$ cat src/rtl/readback_pkg.sv
// Purpose: Shared constants for the legacy state readback block
// Assumes: Eight-bit I/O decode, eight-bit data
// Notes:   Masks give the fixed values of reserved controller bits
package readback_pkg;

  localparam logic [7:0] PORT_DMA_LOW_STATUS  = 8'h08;
  localparam logic [7:0] PORT_IRQ_MASTER      = 8'h20;
  localparam logic [7:0] PORT_TIMER0          = 8'h40;
  localparam logic [7:0] PORT_TIMER2          = 8'h42;
  localparam logic [7:0] PORT_CLOCK_INDEX     = 8'h70;
  localparam logic [7:0] PORT_DMA_HIGH_STATUS = 8'hd0;

  // Base/current address and count ports of the two DMA controllers
  localparam logic [7:0] DMA_LOW_REG_FIRST    = 8'h00;
  localparam logic [7:0] DMA_LOW_REG_LAST     = 8'h07;
  localparam logic [7:0] DMA_HIGH_REG_FIRST   = 8'hc0;
  localparam logic [7:0] DMA_HIGH_REG_LAST    = 8'hcf;

  localparam int IRQ_READ_COUNT   = 12;
  localparam int TIMER_READ_COUNT = 7;
  localparam int IRQ_IDX_W        = 4;
  localparam int TIMER_IDX_W      = 3;
  localparam int WORDS_PER_CTRL   = 6;
  localparam int STATUS_W         = 6;
  localparam int CLOCK_INDEX_W    = 7;

  localparam logic [IRQ_IDX_W-1:0] IRQ_SLAVE_FIRST = 4'h6;

  localparam logic [TIMER_IDX_W-1:0] TMR_C0_STATUS = 3'h0;
  localparam logic [TIMER_IDX_W-1:0] TMR_C0_LOW    = 3'h1;
  localparam logic [TIMER_IDX_W-1:0] TMR_C0_HIGH   = 3'h2;
  localparam logic [TIMER_IDX_W-1:0] TMR_C2_LOW    = 3'h5;
  localparam logic [TIMER_IDX_W-1:0] TMR_C2_HIGH   = 3'h6;

  // Controller word order within one controller's read sequence
  typedef enum logic [2:0] {
    WORD_INIT_TWO   = 3'b000,
    WORD_INIT_THREE = 3'b001,
    WORD_INIT_FOUR  = 3'b010,
    WORD_MASK_OP    = 3'b011,
    WORD_OP_TWO     = 3'b100,
    WORD_OP_THREE   = 3'b101
  } pic_word_e;

  localparam logic [7:0] INIT_TWO_KEEP  = 8'hf8;
  localparam logic [7:0] INIT_FOUR_KEEP = 8'h12;
  localparam logic [7:0] OP_TWO_KEEP    = 8'he7;
  localparam logic [7:0] OP_THREE_KEEP  = 8'h47;
  localparam logic [7:0] OP_THREE_SET   = 8'h08;
  localparam int         OP_THREE_SRC   = 6;
  localparam int         OP_THREE_DST   = 5;

endpackage : readback_pkg

$ cat src/rtl/seq_pointer.sv
// Purpose: Per-port read sequence pointer
// Assumes: restart held while the mode is off
// Notes:   Wraps to zero after the last access
`timescale 1ns/1ps
module seq_pointer #(
  parameter int COUNT = 12,
  parameter int W     = 4
) (
  input  wire logic         sys_clk,
  input  wire logic         sys_rst,
  input  wire logic         restart,
  input  wire logic         step,
  output logic      [W-1:0] idx
);

  logic [W-1:0] next_idx;

  always_comb
  begin
    next_idx = idx;
    if (restart)
    begin
      next_idx = '0;
    end
    else if (step)
    begin
      if (idx == W'(COUNT - 1))
      begin
        next_idx = '0;
      end
      else
      begin
        next_idx = idx + W'(1);
      end
    end
  end

  always_ff @(posedge sys_clk)
  begin
    if (sys_rst)
    begin
      idx <= '0;
    end
    else
    begin
      idx <= next_idx;
    end
  end

endmodule : seq_pointer

$ cat src/rtl/pic_word_format.sv
// Purpose: Forces reserved bits of a controller word to fixed values
// Assumes: kind selects the word position in the sequence
// Notes:   Purely combinational
`timescale 1ns/1ps
module pic_word_format
  import readback_pkg::*;
(
  input  wire pic_word_e       kind,
  input  wire logic      [7:0] raw,
  output logic           [7:0] shown
);

  always_comb
  begin
    shown = raw;
    unique case (kind)
      WORD_INIT_TWO:   shown = raw & INIT_TWO_KEEP;
      WORD_INIT_THREE: shown = raw;
      WORD_INIT_FOUR:  shown = raw & INIT_FOUR_KEEP;
      WORD_MASK_OP:    shown = raw;
      WORD_OP_TWO:     shown = raw & OP_TWO_KEEP;
      WORD_OP_THREE:
      begin
        shown               = (raw & OP_THREE_KEEP) | OP_THREE_SET;
        shown[OP_THREE_DST] = raw[OP_THREE_SRC];
      end
      default:         shown = '0;
    endcase
  end

endmodule : pic_word_format

$ cat src/rtl/legacy_state_readback.sv
// Purpose: Alternate access readback and restore paths for legacy I/O
// Assumes: Host I/O strobes and shadow inputs on sys_clk
// Notes:   Read data and strobes appear one cycle after the request
`timescale 1ns/1ps
module legacy_state_readback
  import readback_pkg::*;
(
  input  wire logic                     sys_clk,
  input  wire logic                     sys_rst,
  input  wire logic                     alternate_access_mode,
  input  wire logic [7:0]               io_addr,
  input  wire logic                     io_rd,
  input  wire logic                     io_wr,
  input  wire logic [7:0]               io_wdata,
  output logic      [7:0]               io_rdata,
  output logic                          io_rvalid,
  output logic                          io_rhit,
  input  wire logic [7:0]               master_word [WORDS_PER_CTRL],
  input  wire logic [7:0]               slave_word  [WORDS_PER_CTRL],
  input  wire logic [STATUS_W-1:0]      timer0_status,
  input  wire logic [15:0]              timer0_base_count,
  input  wire logic [STATUS_W-1:0]      timer2_status,
  input  wire logic [15:0]              timer2_base_count,
  input  wire logic [CLOCK_INDEX_W-1:0] clock_index,
  input  wire logic                     nmi_enable,
  output logic                          dma_low_status_load,
  output logic                          dma_high_status_load,
  output logic      [7:0]               dma_status_data,
  output logic                          dma_base_we,
  output logic                          dma_current_we,
  output logic      [7:0]               dma_reg_addr,
  output logic      [7:0]               dma_reg_data
);

  logic [IRQ_IDX_W-1:0]   irq_idx;
  logic [TIMER_IDX_W-1:0] timer_idx;
  logic                   rd_irq;
  logic                   rd_timer;
  logic                   rd_timer2;
  logic                   rd_clock;
  logic                   wr_dma_reg;
  logic                   slave_sel;
  logic [2:0]             word_pos;
  logic [7:0]             raw_word;
  logic [7:0]             shown_word;
  logic [7:0]             next_rdata;
  logic                   next_rhit;
  logic                   next_low_load;
  logic                   next_high_load;
  logic                   next_base_we;
  logic                   next_current_we;

  assign rd_irq    = alternate_access_mode && io_rd && io_addr == PORT_IRQ_MASTER;
  assign rd_timer  = alternate_access_mode && io_rd && io_addr == PORT_TIMER0;
  assign rd_timer2 = alternate_access_mode && io_rd && io_addr == PORT_TIMER2;
  assign rd_clock  = alternate_access_mode && io_rd && io_addr == PORT_CLOCK_INDEX;
  assign wr_dma_reg = io_wr
                      && ((io_addr >= DMA_LOW_REG_FIRST && io_addr <= DMA_LOW_REG_LAST)
                      || (io_addr >= DMA_HIGH_REG_FIRST && io_addr <= DMA_HIGH_REG_LAST));

  seq_pointer #(
    .COUNT (IRQ_READ_COUNT),
    .W     (IRQ_IDX_W)
  ) irq_pointer (
    .sys_clk (sys_clk),
    .sys_rst (sys_rst),
    .restart (!alternate_access_mode),
    .step    (rd_irq),
    .idx     (irq_idx)
  );

  seq_pointer #(
    .COUNT (TIMER_READ_COUNT),
    .W     (TIMER_IDX_W)
  ) timer_pointer (
    .sys_clk (sys_clk),
    .sys_rst (sys_rst),
    .restart (!alternate_access_mode),
    .step    (rd_timer),
    .idx     (timer_idx)
  );

  // Master words first, then slave words
  assign slave_sel = irq_idx >= IRQ_SLAVE_FIRST;
  assign word_pos  = slave_sel ? 3'(irq_idx - IRQ_SLAVE_FIRST) : 3'(irq_idx);
  assign raw_word  = slave_sel ? slave_word[word_pos] : master_word[word_pos];

  pic_word_format irq_format (
    .kind  (pic_word_e'(word_pos)),
    .raw   (raw_word),
    .shown (shown_word)
  );

  always_comb
  begin
    next_rdata = '0;
    next_rhit  = 1'b1;
    if (rd_irq)
    begin
      next_rdata = shown_word;
    end
    else if (rd_timer)
    begin
      unique case (timer_idx)
        TMR_C0_STATUS: next_rdata = {2'h0, timer0_status};
        TMR_C0_LOW:    next_rdata = timer0_base_count[7:0];
        TMR_C0_HIGH:   next_rdata = timer0_base_count[15:8];
        TMR_C2_LOW:    next_rdata = timer2_base_count[7:0];
        TMR_C2_HIGH:   next_rdata = timer2_base_count[15:8];
        default:       next_rdata = '0;
      endcase
    end
    else if (rd_timer2)
    begin
      next_rdata = {2'h0, timer2_status};
    end
    else if (rd_clock)
    begin
      next_rdata = {nmi_enable, clock_index};
    end
    else
    begin
      next_rhit = 1'b0;
    end
  end

  always_comb
  begin
    next_low_load   = alternate_access_mode && io_wr && io_addr == PORT_DMA_LOW_STATUS;
    next_high_load  = alternate_access_mode && io_wr && io_addr == PORT_DMA_HIGH_STATUS;
    next_base_we    = wr_dma_reg && !alternate_access_mode;
    next_current_we = wr_dma_reg;
  end

  always_ff @(posedge sys_clk)
  begin
    if (sys_rst)
    begin
      io_rdata             <= '0;
      io_rvalid            <= 1'b0;
      io_rhit              <= 1'b0;
      dma_low_status_load  <= 1'b0;
      dma_high_status_load <= 1'b0;
      dma_status_data      <= '0;
      dma_base_we          <= 1'b0;
      dma_current_we       <= 1'b0;
      dma_reg_addr         <= '0;
      dma_reg_data         <= '0;
    end
    else
    begin
      io_rdata             <= next_rdata;
      io_rvalid            <= io_rd;
      io_rhit              <= io_rd && next_rhit;
      dma_low_status_load  <= next_low_load;
      dma_high_status_load <= next_high_load;
      dma_status_data      <= io_wdata;
      dma_base_we          <= next_base_we;
      dma_current_we       <= next_current_we;
      dma_reg_addr         <= io_addr;
      dma_reg_data         <= io_wdata;
    end
  end

  // Checks
  logic [IRQ_IDX_W-1:0] last_irq_idx;

  // Sequence positions watched by the checks
  localparam logic [IRQ_IDX_W-1:0]   IRQ_MASTER_MASK = IRQ_IDX_W'(WORD_MASK_OP);
  localparam logic [IRQ_IDX_W-1:0]   IRQ_MASTER_OP3  = IRQ_IDX_W'(WORD_OP_THREE);
  localparam logic [IRQ_IDX_W-1:0]   IRQ_SLAVE_OP3   = IRQ_SLAVE_FIRST + IRQ_MASTER_OP3;
  localparam logic [IRQ_IDX_W-1:0]   IRQ_LAST        = IRQ_IDX_W'(IRQ_READ_COUNT - 1);
  localparam logic [TIMER_IDX_W-1:0] TMR_LAST        = TIMER_IDX_W'(TIMER_READ_COUNT - 1);

  always_ff @(posedge sys_clk)
  begin
    if (sys_rst)
    begin
      last_irq_idx <= '0;
    end
    else
    begin
      last_irq_idx <= irq_idx;
    end
  end

  clock_index_read_a: assert property (@(posedge sys_clk) disable iff (sys_rst)
    rd_clock |=> io_rvalid && io_rhit
      && io_rdata == {$past(nmi_enable), $past(clock_index)})
    else $error("clock index readback wrong");

  timer2_status_a: assert property (@(posedge sys_clk) disable iff (sys_rst)
    rd_timer2 |=> io_rhit && io_rdata == {2'h0, $past(timer2_status)})
    else $error("counter 2 status readback wrong");

  timer0_first_a: assert property (@(posedge sys_clk) disable iff (sys_rst)
    rd_timer && timer_idx == TMR_C0_STATUS |=> io_rdata == {2'h0, $past(timer0_status)})
    else $error("counter 0 status readback wrong");

  irq_init_two_a: assert property (@(posedge sys_clk) disable iff (sys_rst)
    rd_irq && irq_idx == '0 |=> io_rdata == ($past(master_word[0]) & INIT_TWO_KEEP))
    else $error("first controller word wrong");

  op_three_bits_a: assert property (@(posedge sys_clk) disable iff (sys_rst)
    rd_irq && (irq_idx == IRQ_MASTER_OP3 || irq_idx == IRQ_SLAVE_OP3)
      |=> !io_rdata[7] && io_rdata[4:3] == 2'h1 && io_rdata[5] == io_rdata[6])
    else $error("operation word three reserved bits wrong");

  irq_step_a: assert property (@(posedge sys_clk) disable iff (sys_rst)
    rd_irq && irq_idx != IRQ_LAST |=> irq_idx == last_irq_idx + IRQ_IDX_W'(1))
    else $error("read pointer did not advance");

  seq_restart_a: assert property (@(posedge sys_clk) disable iff (sys_rst)
    !alternate_access_mode |=> irq_idx == '0 && timer_idx == '0)
    else $error("read pointer not restarted");

  normal_no_hit_a: assert property (@(posedge sys_clk) disable iff (sys_rst)
    io_rd && !alternate_access_mode |=> io_rvalid && !io_rhit)
    else $error("readback answered outside alternate mode");

  dma_status_load_a: assert property (@(posedge sys_clk) disable iff (sys_rst)
    alternate_access_mode && io_wr && io_addr == PORT_DMA_LOW_STATUS
      |=> dma_low_status_load && dma_status_data == $past(io_wdata))
    else $error("DMA status load missing");

  base_also_current_a: assert property (@(posedge sys_clk) disable iff (sys_rst)
    wr_dma_reg |=> dma_current_we && dma_base_we == !$past(alternate_access_mode))
    else $error("DMA base/current write pairing wrong");

  read_valid_a: assert property (@(posedge sys_clk) disable iff (sys_rst)
    io_rd |=> io_rvalid)
    else $error("read not answered");

  miss_reads_zero_a: assert property (@(posedge sys_clk) disable iff (sys_rst)
    io_rd && !(rd_irq || rd_timer || rd_timer2 || rd_clock)
      |=> !io_rhit && io_rdata == '0)
    else $error("unmapped read returned data");

  master_mask_word_a: assert property (@(posedge sys_clk) disable iff (sys_rst)
    rd_irq && irq_idx == IRQ_MASTER_MASK |=> io_rdata == $past(master_word[WORD_MASK_OP]))
    else $error("master mask word wrong");

  slave_init_two_a: assert property (@(posedge sys_clk) disable iff (sys_rst)
    rd_irq && irq_idx == IRQ_SLAVE_FIRST
      |=> io_rdata == ($past(slave_word[WORD_INIT_TWO]) & INIT_TWO_KEEP))
    else $error("first slave word wrong");

  init_four_bits_a: assert property (@(posedge sys_clk) disable iff (sys_rst)
    rd_irq && word_pos == WORD_INIT_FOUR |=> (io_rdata & ~INIT_FOUR_KEEP) == '0)
    else $error("init word four reserved bits wrong");

  op_two_bits_a: assert property (@(posedge sys_clk) disable iff (sys_rst)
    rd_irq && word_pos == WORD_OP_TWO |=> (io_rdata & ~OP_TWO_KEEP) == '0)
    else $error("operation word two reserved bits wrong");

  timer0_low_a: assert property (@(posedge sys_clk) disable iff (sys_rst)
    rd_timer && timer_idx == TMR_C0_LOW |=> io_rdata == $past(timer0_base_count[7:0]))
    else $error("counter 0 low byte wrong");

  timer2_high_a: assert property (@(posedge sys_clk) disable iff (sys_rst)
    rd_timer && timer_idx == TMR_C2_HIGH |=> io_rdata == $past(timer2_base_count[15:8]))
    else $error("counter 2 high byte wrong");

  high_status_load_a: assert property (@(posedge sys_clk) disable iff (sys_rst)
    alternate_access_mode && io_wr && io_addr == PORT_DMA_HIGH_STATUS
      |=> dma_high_status_load && dma_status_data == $past(io_wdata))
    else $error("DMA high status load missing");

  normal_no_load_a: assert property (@(posedge sys_clk) disable iff (sys_rst)
    !alternate_access_mode && io_wr |=> !dma_low_status_load && !dma_high_status_load)
    else $error("DMA status loaded outside alternate mode");

  dma_reg_pass_a: assert property (@(posedge sys_clk) disable iff (sys_rst)
    wr_dma_reg
      |=> dma_reg_addr == $past(io_addr) && dma_reg_data == $past(io_wdata))
    else $error("DMA register address or data wrong");

  timer_step_a: assert property (@(posedge sys_clk) disable iff (sys_rst)
    rd_timer && timer_idx != TMR_LAST |=> timer_idx == $past(timer_idx) + TIMER_IDX_W'(1))
    else $error("timer read pointer did not advance");

  irq_wrap_a: assert property (@(posedge sys_clk) disable iff (sys_rst)
    rd_irq && irq_idx == IRQ_LAST |=> irq_idx == '0)
    else $error("controller read pointer did not wrap");

  full_irq_walk_c: cover property (@(posedge sys_clk) disable iff (sys_rst)
    rd_irq && irq_idx == IRQ_LAST);

  timer_walk_c: cover property (@(posedge sys_clk) disable iff (sys_rst)
    rd_timer && timer_idx == TMR_C2_HIGH);

  status_restore_c: cover property (@(posedge sys_clk) disable iff (sys_rst)
    dma_high_status_load);

  normal_base_c: cover property (@(posedge sys_clk) disable iff (sys_rst)
    dma_base_we && dma_current_we);

  clock_read_c: cover property (@(posedge sys_clk) disable iff (sys_rst)
    rd_clock);

endmodule : legacy_state_readback

$ cat config.mk
export PLATFORM = sky130hd
export DESIGN_NAME = legacy_state_readback
export DESIGN_NICKNAME = d
export VERILOG_FILES = /design/src/rtl/readback_pkg.sv /design/src/rtl/seq_pointer.sv /design/src/rtl/pic_word_format.sv /design/src/rtl/legacy_state_readback.sv
export SDC_FILE = /design/constraint.sdc
export NUM_CORES = 1
export LEC_CHECK = 0
export ABC_AREA = 1
export ABC_CLOCK_PERIOD_IN_PS = 2850
export BUFFER_PORTS_ARGS = -buffer_cell sky130_fd_sc_hd__buf_2
export CORE_ASPECT_RATIO = 1.1
export CORE_MARGIN = 1
export CORE_UTILIZATION = 42
export DETAILED_ROUTE_END_ITERATION = 10
export PLACE_DENSITY_LB_ADDON = 0.1
export SYNTH_ARGS = -nofsm -noshare
export SYNTH_HDL_FRONTEND = slang
export SYNTH_SLANG_ARGS = --single-unit
$ cat constraint.sdc
create_clock -name sys_clk -period 2.85 [get_ports sys_clk]
set_clock_uncertainty 0.15 [all_clocks]
set_input_delay 0.285 -clock sys_clk [delete_from_list [all_inputs] [get_ports sys_clk]]
set_output_delay 0.285 -clock sys_clk [all_outputs]
set_load 0.03 [all_outputs]
Yosys cells after proc, flatten, opt, wreduce, memory -nomap -nowiden
Index checks and enable logic that the tools add are counted.
{"block": "totals", "reg_bits": 37, "input_bits": 169, "elab_cells": 77}
{"block": "op_classes", "n_reduce_logical": 19, "n_bitwise": 2, "order_cmp": 6, "muxes": 20, "n_eq_ne": 16, "add_sub_neg": 3}
{"cell": "$pmux 8 s5", "count": 2}
{"cell": "$mux 8", "count": 9}
{"cell": "$bmux 8 s3", "count": 2}
{"cell": "$eq 8x7->1 const B", "count": 3}
{"cell": "$logic_and 1x1->1", "count": 13}
{"cell": "$eq 3x3->1 const B", "count": 4}
{"cell": "$eq 3x2->1 const B", "count": 3}
{"cell": "$eq 8x4->1 const B", "count": 1}
{"cell": "$eq 8x6->1 const B", "count": 1}
{"cell": "$eq 8x8->1 const B", "count": 1}
{"cell": "$ge 8x1->1 const B", "count": 1}
{"cell": "$ge 8x8->1 const B", "count": 1}
{"cell": "$le 8x3->1 const B", "count": 1}
{"cell": "$le 8x8->1 const B", "count": 1}
{"cell": "$eq 3x1->1 const B", "count": 2}
{"cell": "$logic_not 3->1", "count": 2}
{"cell": "$mux 3", "count": 2}
{"cell": "$add 4x1->4 const B", "count": 1}
{"cell": "$eq 4x4->1 const B", "count": 1}
{"cell": "$ge 4x3->1 const B", "count": 1}
{"cell": "$ge 4x4->1 const B", "count": 1}
{"cell": "$mux 1", "count": 4}
{"cell": "$mux 4", "count": 1}
{"cell": "$not 3->4", "count": 1}
{"cell": "other kinds (6)", "count": 7}

Logic depth before layout (Yosys ltp)
{"block": "logic_depth", "depth_word": 9, "ltp_mapped": 17, "ltp_nobuf": 15}

Cells and area by module
From an unflattened synthesis, not the netlist that was laid out.
{"block": "hier_totals", "cells_unflattened": 519, "area_unflattened_um2": 3059.2}
{"mod": "legacy_state_readback", "area_per_inst_um2": 2611.3, "instances": 1, "seq_area_each_um2": 600.6, "cells_per_inst": 446}
{"mod": "seq_pointer at irq_pointer", "area_per_inst_um2": 191.4, "instances": 1, "seq_area_each_um2": 80.1, "cells_per_inst": 27}
{"mod": "seq_pointer at timer_pointer", "area_per_inst_um2": 143.9, "instances": 1, "seq_area_each_um2": 60.1, "cells_per_inst": 22}
{"mod": "pic_word_format", "area_per_inst_um2": 112.6, "instances": 1, "seq_area_each_um2": 0.0, "cells_per_inst": 24}

Worst setup path after synthesis
OpenSTA, ideal clock, no wires.
{"block": "synth_timing", "path_type": "register -> register", "start": "reg irq_pointer.idx[0]", "end": "reg io_rdata[3]", "period_less_slack_ps": 2070, "arrival_ps": 1799, "required_time_ps": 2579, "stages_incl_launch_ff": 14, "setup_ps": 121, "setup_slack_ps": 780, "path_cell_list": "dfxtp_1 inv_2 buf_2 buf_2 ha_1 o21ai_1 nand3_1 nand2_1 buf_2 o21ai_0 nand3_1 nand3_1 o211ai_1 a21oi_2"}
{"block": "synth_between", "elab_chain_len": 9}
{"element": "start: declaration", "line_no": "seq_pointer.sv:13", "rtl": "output logic [W-1:0] idx"}
{"element": "start signal: assignment", "line_no": "seq_pointer.sv:46", "rtl": "idx <= next_idx;"}
{"element": "$ge 4x3->1 or $sub 3x3->3 (tied branches)", "line_no": "legacy_state_readback.sv:84, legacy_state_readback.sv:85"}
{"element": "$mux 3", "line_no": "legacy_state_readback.sv:85", "rtl": "assign word_pos = slave_sel ? 3'(irq_idx - IRQ_SLAVE_FIRST) : 3'(irq_idx);"}
{"element": "$not 3->4 (not written as such)", "line_no": "legacy_state_readback.sv:86", "rtl": "assign raw_word = slave_sel ? slave_word[word_pos] : master_word[word_pos];"}
{"element": "$bmux 8 s3", "line_no": "legacy_state_readback.sv:86"}
{"element": "$mux 8 (not written as such) (2 in series)", "line_no": "legacy_state_readback.sv:86"}
{"element": "$mux 8", "line_no": "legacy_state_readback.sv:86"}
{"element": "$pmux 8 s5 *", "line_no": "pic_word_format.sv:16", "rtl": "unique case (kind)"}
{"element": "$mux 8 *", "line_no": "legacy_state_readback.sv:98", "rtl": "if (rd_irq)"}
{"element": "end signal: assignment", "line_no": "legacy_state_readback.sv:152", "rtl": "io_rdata <= next_rdata;"}
{"element": "end: declaration", "line_no": "legacy_state_readback.sv:15", "rtl": "output logic [7:0] io_rdata,"}
Mark *: on every way between the ends. The rest lies on a longest branch, timed or not. The select of a mux whose other input is x is not followed.
A chain may end at the register's enable or synchronous reset.

Worst setup path after layout
{"block": "layout_timing", "start": "reg irq_pointer.idx[1]", "end": "reg io_rdata[1]"}
The elaborated chain is that of the path after synthesis.

==> reports/metrics.cfg <==
[layout]
syn2layout_area_growth_pct = 34.34
drive_gt1_share_pct = 37.40
fillers = 682
seq_area_sq_um = 740.7
multiInputGateArea_sq_mm = 0.001769
final-instance-count-excl-fill = 729
final_nets = 818
antenna_cells = 0

[power_and_ir_drop]
p_comb_share_pct = 19.9
clockPowerShare_pct = 37.5
p_switching_mw = 0.3230
switching_share_pct = 25.77
leakage_nw = 2.196
p_per_area_mw_per_mm2 = 316.6
irDropWorstVdd_mv = 0.1693
power.total_mw = 1.254
pwr-share-seq_pct = 42.6
p_int_mw = 0.9307

[clock_network]
cts_tree = yes
clockBufferDepth = 2
post_cts_resize_count = 0
hold_buffers = 0
ctsRootBufferMaster = clkbuf_8
clk_pin_slew_worst_paths_ns = 0.08
postCtsSetupBuffers = 0
cts.sinks = 37
clk_latency_ns = 0.28
numCtsBuffers = 5
ctsHtreeMaxLevel = 2

[detailed_routing]
vias = 3616
routedWlPerCell_um = 12.82
ant_nets = 0
initialDrtViolationCount = 97
drt-pass1-iter-count = 4
drt-vias-per-instance = 4.960
wl_um = 9343
route.detailed.drc = 0

[timing]
hold_viol_final = 0
setup_ws_ns = 0.6853
relSlewSlack_pct = 73.14
rsz0062_at_grt = no
fmax_mhz = 462.0
period_needed_ns = 2.165
drv_slew = 0
tns_ns = 0
worstMarginPinSlew_ns = 0.4029
setup_viol = 0
period_share_pct = 75.96

[logic_synthesis]
ys_seq_area_share_pct = 25.13
netlist.area_leader.share_pct = 25.13
synth-seq-cells = 37
avgSynthCellArea_sq_um = 6.285
ys.flop_type = dfxtp_1
yosys_warnings = 0
synth_edf_count = 0
async_flop_share_pct = 0
synthCells = 469
synth_top_cell_by_area = dfxtp_1
ys_types = 45
synth_area_leaders = dfxtp_1, nand2_1, nor2_1
syn_nets = 641
netlist_area_sq_mm = 0.002948

[worst_setup_path]
crit-reg2reg-capture = io_rdata[1]
cp-start-kind = register
startpoint = irq_pointer.idx[1]
timing.rr.start = irq_pointer.idx[1]
criticalPathCategory = reg2reg
r2r_setup_slack_ns = 0.69
ff2ff_path_depth = 10
endpoint = io_rdata[1]
critPathMaxFanout = 15
cp.arrival_ns = 2.19
critPathCaptureType = register
required_ns = 2.87

[floorplanning]
core-area_sq_mm = 0.006671
die_x_um = 81.88
pin_count = 207
dieHeight_um = 89.87
start_util_pct = 44.19
dieArea_sq_mm = 0.007358
row_count = 31

[global_routing]
grt_util_all_layers_pct = 25.18
grt_first_pass_wirelength_um = 14720
grt_pass1_vias = 3254
grt_antenna_before_repair = 0
grt_overflow = 0
grt_max_degree = 45

[worst_hold_path]
hp-class = in2reg

[job]
max_cap_violations = 0

[place]
gp_congestion = 0.8457
dp.cells = 721
post-place-ws_ns = 0.7111
port_buffers = 193
hpwl_um = 7607

[run_status]
status = complete, no violations

synth_stat cells, drive strengths merged (4+ instances only):
library cell,count
nand2,92
nor2,84
inv,62
nand3,41
dfxtp,37
o21ai,37
buf,23
nand4,22
a21oi,21
o211ai,7
a31oi,5
or2,5
nor3,4
o22ai,4
layout by cell type (no fill, tap or decap), drive strengths merged, types with 5 or more instances in the layout:
master	instances
buf	195
nand2	92
nor2	84
inv	62
nand3	41
dfxtp	37
o21ai	37
nand4	22
a21oi	21
o211ai	7
clkbuf	6
or2	5
a31oi	5
worst max-delay path, cell delays in order, from the launching register on:
cell and delay, ns:
dfxtp_1 0.52, ha_1 0.23, inv_1 0.06, nand2_2 0.11, nand2_2 0.21, inv_2 0.26, o21ai_0 0.12, nand2_1 0.09
o21ai_0 0.08, a21oi_1 0.17, nor2_1 0.06
layer usage:
layer	routed length, um	vias up	GRT usage (%)
met2	4550	166	44.56
met5	0	-	0
met1	3888	1537	30.57
li1	-	1905	-
met3	823	8	4.873
met4	80	0	5.409
worst min path at each step:
stage,from,end,slack [ns],depth (start not counted)
2_1_floorplan,alternate_access_mode,dma_base_we,0.21,1
3_3_place_gp,io_addr[0],dma_low_status_load,0.32,2
3_5_place_dp,io_addr[0],dma_low_status_load,0.32,2
4_1_cts,io_addr[0],dma_low_status_load,0.004,2
5_1_grt,io_addr[0],dma_low_status_load,0.01,2
6_report,io_addr[0],dma_low_status_load,0.01,2
power by group through the flow:
stage / sequential, mW / combinational [mW] / clock, mW
2_1_floorplan: 0.574 / 0.0892 / 0
3_3_place_gp: 0.546 / 0.246 / 0
3_5_place_dp: 0.546 / 0.249 / 0
4_1_cts: 0.534 / 0.250 / 0.484
5_1_grt: 0.536 / 0.274 / 0.509
6_report: 0.534 / 0.249 / 0.471
per-stage QoR:
step / utilization [%] / area [sq um] / hold WS [ns]
4_1_cts: 59.36 / 3960 / 0.004256
2_1_floorplan: - / 2948 / 0.2062
6_report: 59.36 / 3960 / 0.01425
5_1_grt: 59.36 / 3960 / 0.009902
3_5_place_dp: 57.56 / 3840 / 0.3202
3_3_place_gp: 57.56 / 3840 / 0.3212
area by class of cell:
type	instances	area share, %
Sequential cell	37	18.70
Inverter	64	6.224
Clock buffer	6	2.085
Timing Repair Buffer	195	24.77
Multi-Input combinational cell	343	44.68
Clock inverter	2	0.9479
Tap cell	82	2.591
state kept, by name (all words and copies together) (netlist names):
name	cells
dma_low_status_load	1
dma_base_we	1
dma_reg_data	8
io_rdata	8
dma_current_we	1
dma_reg_addr	8
irq_pointer.idx	4
io_rvalid	1
timer_pointer.idx	3
dma_high_status_load	1
io_rhit	1
cell families after synthesis:
group	count (synthesis)	share of synthesized area (%)
AO/OA/AOI/OAI	87	18.29
multiplexers	1	0.3396
buffers and inverters	89	14.86
AND/OR/NAND/NOR	252	40.11
flip-flops	37	25.13
adder cells (fa/ha/maj)	3	1.273
(Power assumes the default switching activity.)
